<file path="config.mk">
export PLATFORM = sky130hd
export DESIGN_NAME = fcpwm_core
export DESIGN_NICKNAME = d
export VERILOG_FILES = /design/src/rtl/fcpwm_core.v
export VERILOG_INCLUDE_DIRS = /design/src /design/src/rtl
export SDC_FILE = /design/constraint.sdc
export NUM_CORES = 1
export LEC_CHECK = 0
export BUFFER_PORTS_ARGS = -buffer_cell sky130_fd_sc_hd__buf_2
export CORE_AREA = 2 2 283 285
export DETAILED_ROUTE_END_ITERATION = 10
export DIE_AREA = 0 0 285 287
export GPL_ROUTABILITY_DRIVEN = 0
export SLEW_MARGIN = 20
export SYNTH_ARGS = -nofsm -noshare
export SYNTH_HDL_FRONTEND = slang
export SYNTH_SLANG_ARGS = --single-unit
</file>
<file path="constraint.sdc">
create_clock -name CLK -period 3.9 [get_ports CLK]
set_input_delay 0 -clock CLK [delete_from_list [all_inputs] [get_ports CLK]]
set_output_delay 0 -clock CLK [all_outputs]
set_load 0.05 [all_outputs]
</file>
<file path="src/rtl/fcpwm_defs.vh">
// constants for the four channel pwm core
`ifndef FCPWM_DEFS_VH
`define FCPWM_DEFS_VH

// ----------------------------------------------------------------------------
// sizes
// ----------------------------------------------------------------------------
`define FCPWM_CH_NUM        4
`define FCPWM_CNT_W         16
`define FCPWM_TAP_NUM       11
`define FCPWM_PRE_W         10

// ----------------------------------------------------------------------------
// clock generator configuration word fields
// ----------------------------------------------------------------------------
`define FCPWM_GEN_FACT_A_LSB 0
`define FCPWM_GEN_TAP_A_LSB  8
`define FCPWM_GEN_FACT_B_LSB 16
`define FCPWM_GEN_TAP_B_LSB  24
`define FCPWM_FACT_OFF       8'h00
`define FCPWM_TAP_MAX        4'hA

// ----------------------------------------------------------------------------
// channel configuration word fields
// ----------------------------------------------------------------------------
`define FCPWM_CFG_SEL_LSB    0
`define FCPWM_CFG_ALIGN_BIT  8
`define FCPWM_CFG_POL_BIT    9
`define FCPWM_CFG_TGT_BIT    10
`define FCPWM_SEL_DIV_A      4'hB
`define FCPWM_SEL_DIV_B      4'hC

// ----------------------------------------------------------------------------
// reset values
// ----------------------------------------------------------------------------
`define FCPWM_RST_FACT       8'h00
`define FCPWM_RST_TAP        4'h0
`define FCPWM_RST_SEL        4'h0
`define FCPWM_RST_CNT        16'h0000
`define FCPWM_RST_CH         4'h0

`endif

</file>
<file path="src/rtl/fcpwm_core.v">
// four channel pulse width modulation core with shared clock generator
`timescale 1ns/1ps
// ----------------------------------------------------------------------------
// Notes on behaviour
// - prescaler counter offers master clock divided by 1 through 1024, eleven taps
// - two linear dividers give divided clocks a and b, ratio 1 to 1/255
// - each divider divides its own selected tap by its own factor
// - reset clears both factors and tap selects, stopping both divided clocks
// - at reset or clock gated off only the undivided tap is active
// - each channel has a 16-bit counter stepped by its selected clock
// - per-channel clock select field chooses the source, reset to 0
// - left aligned: count up to period then restart, ending the period
// - center aligned: count up to period then down to 0, double length
// - polarity sets the start level of each period, default low
// - alignment bit per channel, default left aligned
// - output fixed 0 for duty=period pol 0, or duty=0 pol 1
// - output fixed 1 for duty=0 pol 0, or duty=period pol 1
// - duty value sets the counts spent at one level per period
// - polarity and alignment change only while disabled; idle level follows at once
// - period and duty written directly only while the channel is disabled
// - update value held until period end, then loaded to period or duty
// - several enable bits in one command start channels in the same cycle
// - period end sets the channel flag; masked flags raise the interrupt
// - interrupt holds until status read or mask clear; the read clears all flags except a period end in the read cycle
// - mask set by enable command ones, cleared by disable command ones
// - factor 0 stops, 1 passes the tap, 2 to 255 divide it
// - tap select codes 0 to 10 pick two to that power, others reserved
// - enable command ones enable channels, disable command ones disable them
// - channel status shows 1 for enabled, 0 for disabled
`include "fcpwm_defs.vh"

module fcpwm_core (
    // clock and reset
    input  wire         CLK,
    input  wire         RESETN,
    // power manager clock gate, high while the core clock runs
    input  wire         CLOCK_ON,
    // clock generator configuration write
    input  wire         GEN_WE,
    input  wire [31:0]  GEN_DATA,
    // per-channel writes, shared data word
    input  wire [3:0]   CFG_WE,
    input  wire [3:0]   PERIOD_WE,
    input  wire [3:0]   DUTY_WE,
    input  wire [3:0]   UPDATE_WE,
    input  wire [15:0]  WR_DATA,
    // channel enable and disable commands
    input  wire [3:0]   ENABLE_CMD,
    input  wire [3:0]   DISABLE_CMD,
    // interrupt mask commands and status read strobe
    input  wire [3:0]   IRQ_ENABLE_CMD,
    input  wire [3:0]   IRQ_DISABLE_CMD,
    input  wire         STATUS_RD,
    // waveform outputs
    output reg  [3:0]   WAVEFORM_OUTPUT,
    // status outputs
    output reg  [3:0]   CH_ENABLED,
    output reg  [3:0]   IRQ_MASK,
    output reg  [3:0]   IRQ_STATUS,
    output reg          IRQ,
    output reg  [7:0]   DIVIDER_A_FACTOR,
    output reg  [3:0]   DIVIDER_A_TAP_SELECT,
    output reg  [7:0]   DIVIDER_B_FACTOR,
    output reg  [3:0]   DIVIDER_B_TAP_SELECT
);

    // ------------------------------------------------------------------------
    // declarations
    // ------------------------------------------------------------------------
    reg  [`FCPWM_PRE_W-1:0]    pre_cnt_ff;
    reg  [7:0]                 div_a_cnt_ff;
    reg  [7:0]                 div_b_cnt_ff;
    wire [`FCPWM_TAP_NUM-1:0]  tap;
    wire                       tap_a;
    wire                       tap_b;
    wire                       divided_clock_a;
    wire                       divided_clock_b;
    wire [12:0]                src_tick;
    wire [3:0]                 eop;
    wire [3:0]                 lvl;
    wire [3:0]                 nxt_enabled;
    wire [3:0]                 nxt_status;
    wire [3:0]                 nxt_mask;

    // ------------------------------------------------------------------------
    // prescaler chain
    // ------------------------------------------------------------------------

    // free running counter, held while the clock is gated off
    always @(posedge CLK) begin
        if (!RESETN) begin
            pre_cnt_ff <= 10'h000;
        end else if (CLOCK_ON) begin
            pre_cnt_ff <= pre_cnt_ff + 10'h001;
        end
    end

    // tap k pulses once every 2^k cycles; tap 0 is the master clock itself
    assign tap[0] = 1'b1;
    genvar k;
    generate
        for (k = 1; k < `FCPWM_TAP_NUM; k = k + 1) begin : g_tap
            assign tap[k] = CLOCK_ON & (&pre_cnt_ff[k-1:0]);
        end
    endgenerate

    // picks a tap by code; reserved codes give no tick
    function tap_pick;
        input [3:0]                sel;
        input [`FCPWM_TAP_NUM-1:0] t;
        begin
            if (sel <= `FCPWM_TAP_MAX) begin
                tap_pick = t[sel];
            end else begin
                tap_pick = 1'b0;
            end
        end
    endfunction

    assign tap_a = tap_pick(DIVIDER_A_TAP_SELECT, tap);
    assign tap_b = tap_pick(DIVIDER_B_TAP_SELECT, tap);

    // ------------------------------------------------------------------------
    // linear dividers
    // ------------------------------------------------------------------------

    // configuration fields, cleared by reset so both divided clocks stop
    always @(posedge CLK) begin
        if (!RESETN) begin
            DIVIDER_A_FACTOR     <= `FCPWM_RST_FACT;
            DIVIDER_A_TAP_SELECT <= `FCPWM_RST_TAP;
            DIVIDER_B_FACTOR     <= `FCPWM_RST_FACT;
            DIVIDER_B_TAP_SELECT <= `FCPWM_RST_TAP;
        end else if (GEN_WE) begin
            DIVIDER_A_FACTOR     <= GEN_DATA[`FCPWM_GEN_FACT_A_LSB +: 8];
            DIVIDER_A_TAP_SELECT <= GEN_DATA[`FCPWM_GEN_TAP_A_LSB +: 4];
            DIVIDER_B_FACTOR     <= GEN_DATA[`FCPWM_GEN_FACT_B_LSB +: 8];
            DIVIDER_B_TAP_SELECT <= GEN_DATA[`FCPWM_GEN_TAP_B_LSB +: 4];
        end
    end

    // a tick leaves every factor-th selected tap; factor 0 never ticks
    assign divided_clock_a = tap_a & (DIVIDER_A_FACTOR != `FCPWM_FACT_OFF) &
                             (div_a_cnt_ff >= DIVIDER_A_FACTOR - 8'h01);
    assign divided_clock_b = tap_b & (DIVIDER_B_FACTOR != `FCPWM_FACT_OFF) &
                             (div_b_cnt_ff >= DIVIDER_B_FACTOR - 8'h01);

    // divider counters, parked at zero while stopped
    always @(posedge CLK) begin
        if (!RESETN || DIVIDER_A_FACTOR == `FCPWM_FACT_OFF) begin
            div_a_cnt_ff <= 8'h00;
        end else if (divided_clock_a) begin
            div_a_cnt_ff <= 8'h00;
        end else if (tap_a) begin
            div_a_cnt_ff <= div_a_cnt_ff + 8'h01;
        end
    end

    always @(posedge CLK) begin
        if (!RESETN || DIVIDER_B_FACTOR == `FCPWM_FACT_OFF) begin
            div_b_cnt_ff <= 8'h00;
        end else if (divided_clock_b) begin
            div_b_cnt_ff <= 8'h00;
        end else if (tap_b) begin
            div_b_cnt_ff <= div_b_cnt_ff + 8'h01;
        end
    end

    // all thirteen source ticks, indexed by channel clock select code
    assign src_tick = {divided_clock_b, divided_clock_a, tap};

    // ------------------------------------------------------------------------
    // channels
    // ------------------------------------------------------------------------
    genvar i;
    generate
        for (i = 0; i < `FCPWM_CH_NUM; i = i + 1) begin : g_ch
            reg  [15:0] cnt_ff;
            reg         down_ff;
            reg  [15:0] period_value_ff;
            reg  [15:0] duty_value_ff;
            reg  [15:0] upd_ff;
            reg         upd_pend_ff;
            reg  [3:0]  sel_ff;
            reg         align_ff;
            reg         pol_ff;
            reg         tgt_ff;
            wire        tick;
            wire        step;
            wire        left_end;
            wire        center_end;
            wire        away;

            // clock selector; codes above divided clock b give no tick
            assign tick = (sel_ff <= `FCPWM_SEL_DIV_B) ? src_tick[sel_ff] : 1'b0;
            assign step = CH_ENABLED[i] & tick;

            // period end in each alignment
            assign left_end   = ({1'b0, cnt_ff} + 17'h0_0001) >= {1'b0, period_value_ff};
            assign center_end = (period_value_ff == 16'h0000) | (down_ff & (cnt_ff <= 16'h0001));
            assign eop[i]     = step & (align_ff ? center_end : left_end);

            // start level for the first duty counts, then the other level
            assign away   = (cnt_ff >= duty_value_ff) & (duty_value_ff != period_value_ff);
            assign lvl[i] = CH_ENABLED[i] ? (away ? ~pol_ff : pol_ff) : pol_ff;

            // channel configuration; polarity and alignment locked while running
            always @(posedge CLK) begin
                if (!RESETN) begin
                    sel_ff   <= `FCPWM_RST_SEL;
                    align_ff <= 1'b0;
                    pol_ff   <= 1'b0;
                    tgt_ff   <= 1'b0;
                end else if (CFG_WE[i]) begin
                    sel_ff <= WR_DATA[`FCPWM_CFG_SEL_LSB +: 4];
                    tgt_ff <= WR_DATA[`FCPWM_CFG_TGT_BIT];
                    if (!CH_ENABLED[i]) begin
                        align_ff <= WR_DATA[`FCPWM_CFG_ALIGN_BIT];
                        pol_ff   <= WR_DATA[`FCPWM_CFG_POL_BIT];
                    end
                end
            end

            // period and duty: direct while disabled, else through update at period end
            always @(posedge CLK) begin
                if (!RESETN) begin
                    period_value_ff <= `FCPWM_RST_CNT;
                    duty_value_ff   <= `FCPWM_RST_CNT;
                    upd_ff          <= `FCPWM_RST_CNT;
                    upd_pend_ff     <= 1'b0;
                end else begin
                    if (PERIOD_WE[i] && !CH_ENABLED[i]) begin
                        period_value_ff <= WR_DATA;
                    end
                    if (DUTY_WE[i] && !CH_ENABLED[i]) begin
                        duty_value_ff <= WR_DATA;
                    end
                    if (eop[i] && upd_pend_ff) begin
                        if (tgt_ff) begin
                            period_value_ff <= upd_ff;
                        end else begin
                            duty_value_ff <= upd_ff;
                        end
                    end
                    if (UPDATE_WE[i]) begin
                        upd_ff      <= WR_DATA;
                        upd_pend_ff <= 1'b1;
                    end else if (eop[i]) begin
                        upd_pend_ff <= 1'b0;
                    end
                end
            end

            // counter, stopped at zero while disabled
            always @(posedge CLK) begin
                if (!RESETN || !CH_ENABLED[i]) begin
                    cnt_ff  <= 16'h0000;
                    down_ff <= 1'b0;
                end else if (step) begin
                    if (!align_ff) begin
                        cnt_ff <= left_end ? 16'h0000 : cnt_ff + 16'h0001;
                    end else if (period_value_ff == 16'h0000) begin
                        cnt_ff <= 16'h0000;
                    end else if (!down_ff) begin
                        cnt_ff <= cnt_ff + 16'h0001;
                        if (({1'b0, cnt_ff} + 17'h0_0001) >= {1'b0, period_value_ff}) begin
                            down_ff <= 1'b1;
                        end
                    end else begin
                        cnt_ff <= cnt_ff - 16'h0001;
                        if (cnt_ff <= 16'h0001) begin
                            down_ff <= 1'b0;
                        end
                    end
                end
            end
        end
    endgenerate

    // ------------------------------------------------------------------------
    // enables, interrupt flags and outputs
    // ------------------------------------------------------------------------

    // one command word enables its channels together; disable wins on a clash
    assign nxt_enabled = (CH_ENABLED | ENABLE_CMD) & ~DISABLE_CMD;

    // a period end in the read cycle survives the clear
    assign nxt_status = (STATUS_RD ? 4'h0 : IRQ_STATUS) | eop;

    // mask commands, disable wins; the interrupt follows the new mask in the same cycle
    assign nxt_mask = (IRQ_MASK | IRQ_ENABLE_CMD) & ~IRQ_DISABLE_CMD;

    // registered state and outputs
    always @(posedge CLK) begin
        if (!RESETN) begin
            CH_ENABLED      <= `FCPWM_RST_CH;
            IRQ_MASK        <= 4'h0;
            IRQ_STATUS      <= 4'h0;
            IRQ             <= 1'b0;
            WAVEFORM_OUTPUT <= 4'h0;
        end else begin
            CH_ENABLED      <= nxt_enabled;
            IRQ_MASK        <= nxt_mask;
            IRQ_STATUS      <= nxt_status;
            IRQ             <= |(nxt_status & nxt_mask);
            WAVEFORM_OUTPUT <= lvl;
        end
    end

endmodule

</file>
==> results.cfg <==
[status]
status = completed

[global_route]
groute.usage.overall = 0.157
grt_pass1_vias = 19200
antenna_found_initial = 3
residual_overflow_from_global_routing = 0
largest_net_degree_at_the_start_of_global_routing = 182
grt_first_pass_wirelength_mm = 105

[pwr]
powerDensity_nw_per_um2 = 354
static-leakage-power_nw = 12.9
worst_ir_drop_vdd_v = 0.000262
power.total_w = 0.00992

[cells_and_area]
fillers = 8153
finalNetCount = 3173
regArea_um2 = 7190
post_route_cells_drive_above_1_share = 0.128
area_growth_syn_to_layout_pct = 19.5
final_cell_area_um2 = 28000
multi_input_comb_area_um2 = 15000

[floorplan]
initial_utilization = 0.298
die_w_um = 285
die-area_um2 = 81800
placementRows = 103
fp.coreArea_um2 = 78600
ios = 126
fp.dieH_um = 287

[yosys]
synthTopCellsByCount = 359 x sky130_fd_sc_hd__dfxtp_1, 281 x sky130_fd_sc_hd__nand2_1, 259 x sky130_fd_sc_hd__mux2i_1, 166 x sky130_fd_sc_hd__ha_1, 162 x sky130_fd_sc_hd__inv_1
synth.top_cells.by_area = sky130_fd_sc_hd__dfxtp_1 31%, sky130_fd_sc_hd__mux2i_1 11%, sky130_fd_sc_hd__ha_1 8.9%
synth_top_area_frac = 0.307
most_repeated_cell_in_the_gate_level_netlist_after_synthesis = sky130_fd_sc_hd__dfxtp_1
post_synth_inst_count = 2761
synth_area_um2 = 23400
ys_async_sr_fraction = 0
number_of_flops_mapped_to_enable_cells_by_yosys = 0
synthFlopType = sky130_fd_sc_hd__dfxtp_1
yosysWarnings = 0
flops_latches_synth = 359
synthDistinctLibCells = 78
ys_seq_area_frac = 0.307
synth_top_area_cell = sky130_fd_sc_hd__dfxtp_1
syn_avg_cell_area_um2 = 8.48
synth_nets = 3012

[critical_path]
setup.worst_path.end_class = flip-flop
startpoint_type = flip-flop
timing.critical_path.slowest_cell_delay_ps = 420
worstSetupPathType = flip-flop to flip-flop
cp.arrival_ps = 4180
worstPathMaxFanout = 32
cp_data_required_time_ps = 4370
worst_path_max_delay_cell = sky130_fd_sc_hd__nor4_1
critical_path.reg2reg.startpoint = g_ch[1].cnt_ff[0]
cp-startpoint = g_ch[1].cnt_ff[0]
crit_path_frequent_cell = sky130_fd_sc_hd__ha_1
path_cells = ha_1 > nand3_1 > buf_4 > nor2_2 > and4_1 > xor2_2 > ha_1 > nand2_1 > nor4_1 > a311o_1 > a21boi_0 > nand4b_1 > buf_12 > o211a_1

[routing]
ant_nets = 0
residual_drc = 0
sum_of_routed_wire_length_over_all_layers_mm = 65.7
drt_pre_antenna_iters = 6
avgRoutedWirePerCell_um = 16.4
drt_iter0_markers = 1246
via_count = 19900
routed_via_density = 4.98

[run]
cap_viol_max_count = 0

[cts]
clk_pin_slew_worst_paths_ps = 60
worstSkewPairLatency_ps = 590
h_tree_depth = 2
cts-root-to-sink-buffers = 3
tritoncts.num_buffers = 41
cts_tree = yes
clockRootBuffer = sky130_fd_sc_hd__clkbuf_16
clock_sink_count = 359

[sta]
highest_clock_rate_mhz = 270
final_min_period_over_clock_period = 0.949
setup_viol = 0
hold_viol = 0
final-max-slew-violation-count = 0
relative_slew_margins = 0.257
setup_total_negative_slack_ps = 0
min_period_ps = 3700
worst_clock_skew_ps = 27.1
max_slew.worst_pin.slew_ps = 1110

[placement]
dp_hpwl_mm = 46.9
post_dp_cell_area_um2 = 25600
buffer_ports.inserted = 117

[worst_hold_path]
timing.hold.worst.class = input pin to flip-flop
hold_path_startpoint = WR_DATA[8]
## what timing repair did
action | in CTS | in global routing
hold endpoints to repair | 172 | 0
setup buffers | 0 | 2
pin swaps | 0 | 7
resized for setup | 2 | 31
endpoints found under the setup margin | 16 | 183
hold buffers | 74 | 0
## worst max-delay path: cells and delay by family (launching register included)
family                     cells  cell delay (ps)
adders and majority gates      2              510
DFF                            1              330
xor gates and xnor gates       1               90
and+or+nand+nor                6             1320
AOI/OAI and AO/OA              3              870
buffers and inverters          2              450
## per-stage QoR
stage	setup WS, ps	utilization	hold slack (ps)	std cells
after CTS	13.7	0.354	36.2	4002
after floorplan	20.7	-	76.1	2761
after detailed placement	-41.1	0.326	163	3853
after global routing	-14.0	0.356	70.0	4006
final	197	0.356	63.4	4006
after global placement	86.9	0.326	162	3853
## cells by family after synthesis
| group | share of synthesized area |
|---|---|
| compound gates | 0.151 |
| xor+xnor | 0.0688 |
| fa+ha+maj | 0.0887 |
| buf+inv | 0.0583 |
| flops | 0.307 |
| mux | 0.126 |
| simple gates | 0.200 |
## area by class of cell
type,count,area share
antenna,2,0.000179
clock buffer,54,0.0417
clock inverter,21,0.0119
inverter,162,0.0217
multi-input combinational,2052,0.537
sequential,359,0.257
tap,1050,0.0469
timing repair buffer,306,0.0843
## flip-flops by register name, indices dropped and copies added (netlist names)
register and count:
g_ch.upd_ff 64, div_b_cnt_ff 8, g_ch.cnt_ff 64, CH_ENABLED 4
DIVIDER_B_FACTOR 8, g_ch.down_ff 4, g_ch.align_ff 4, g_ch.sel_ff 16
WAVEFORM_OUTPUT 4, DIVIDER_A_FACTOR 8, g_ch.pol_ff 4, DIVIDER_A_TAP_SELECT 4
pre_cnt_ff 10, IRQ_MASK 4, IRQ 1, g_ch.period_value_ff 64
IRQ_STATUS 4, g_ch.duty_value_ff 64, g_ch.upd_pend_ff 4, g_ch.tgt_ff 4
DIVIDER_B_TAP_SELECT 4, div_a_cnt_ff 8
## per-layer routing
metal  up-vias  wire, um  global-route usage
li1      10100         -                   -
met1      9422     32000               0.217
met2       380     29600               0.258
met3        74      3090              0.0259
met4         2      1010              0.0309
met5         -        13                   0
## cell usage in the layout, fill, tap and decap left out, types with 54 or more instances in the layout
master,instances
sky130_fd_sc_hd__ha_1,166
sky130_fd_sc_hd__nor2b_1,135
sky130_fd_sc_hd__dfxtp_1,357
sky130_fd_sc_hd__nor2_1,140
sky130_fd_sc_hd__inv_1,162
sky130_fd_sc_hd__o211a_1,97
sky130_fd_sc_hd__xor2_1,97
sky130_fd_sc_hd__nand3_1,67
sky130_fd_sc_hd__dlygate4sd3_1,74
sky130_fd_sc_hd__nor3_1,54
sky130_fd_sc_hd__o21ai_0,69
sky130_fd_sc_hd__nand2_1,280
sky130_fd_sc_hd__buf_2,116
sky130_fd_sc_hd__xnor2_1,84
sky130_fd_sc_hd__a21oi_1,90
sky130_fd_sc_hd__buf_4,101
sky130_fd_sc_hd__mux2i_1,259
## power by group
part	internal [W]	switching [W]	total [W]
Combinational	0.000678	0.000834	0.00151
Clock	0.00265	0.00170	0.00434
Sequential	0.00385	0.000215	0.00406
Total	0.00717	0.00274	0.00992
## path summary, 6_finish.rpt
kind	depth (start not counted)	slack, ps	to
setup / recovery	14	200	g_ch[1].duty_value_ff[12]
hold / removal	3	60	g_ch[2].align_ff
setup reg to reg	14	200	g_ch[1].duty_value_ff[12]
hold reg to reg	2	490	g_ch[0].period_value_ff[7]
(Power assumes the default switching activity.)
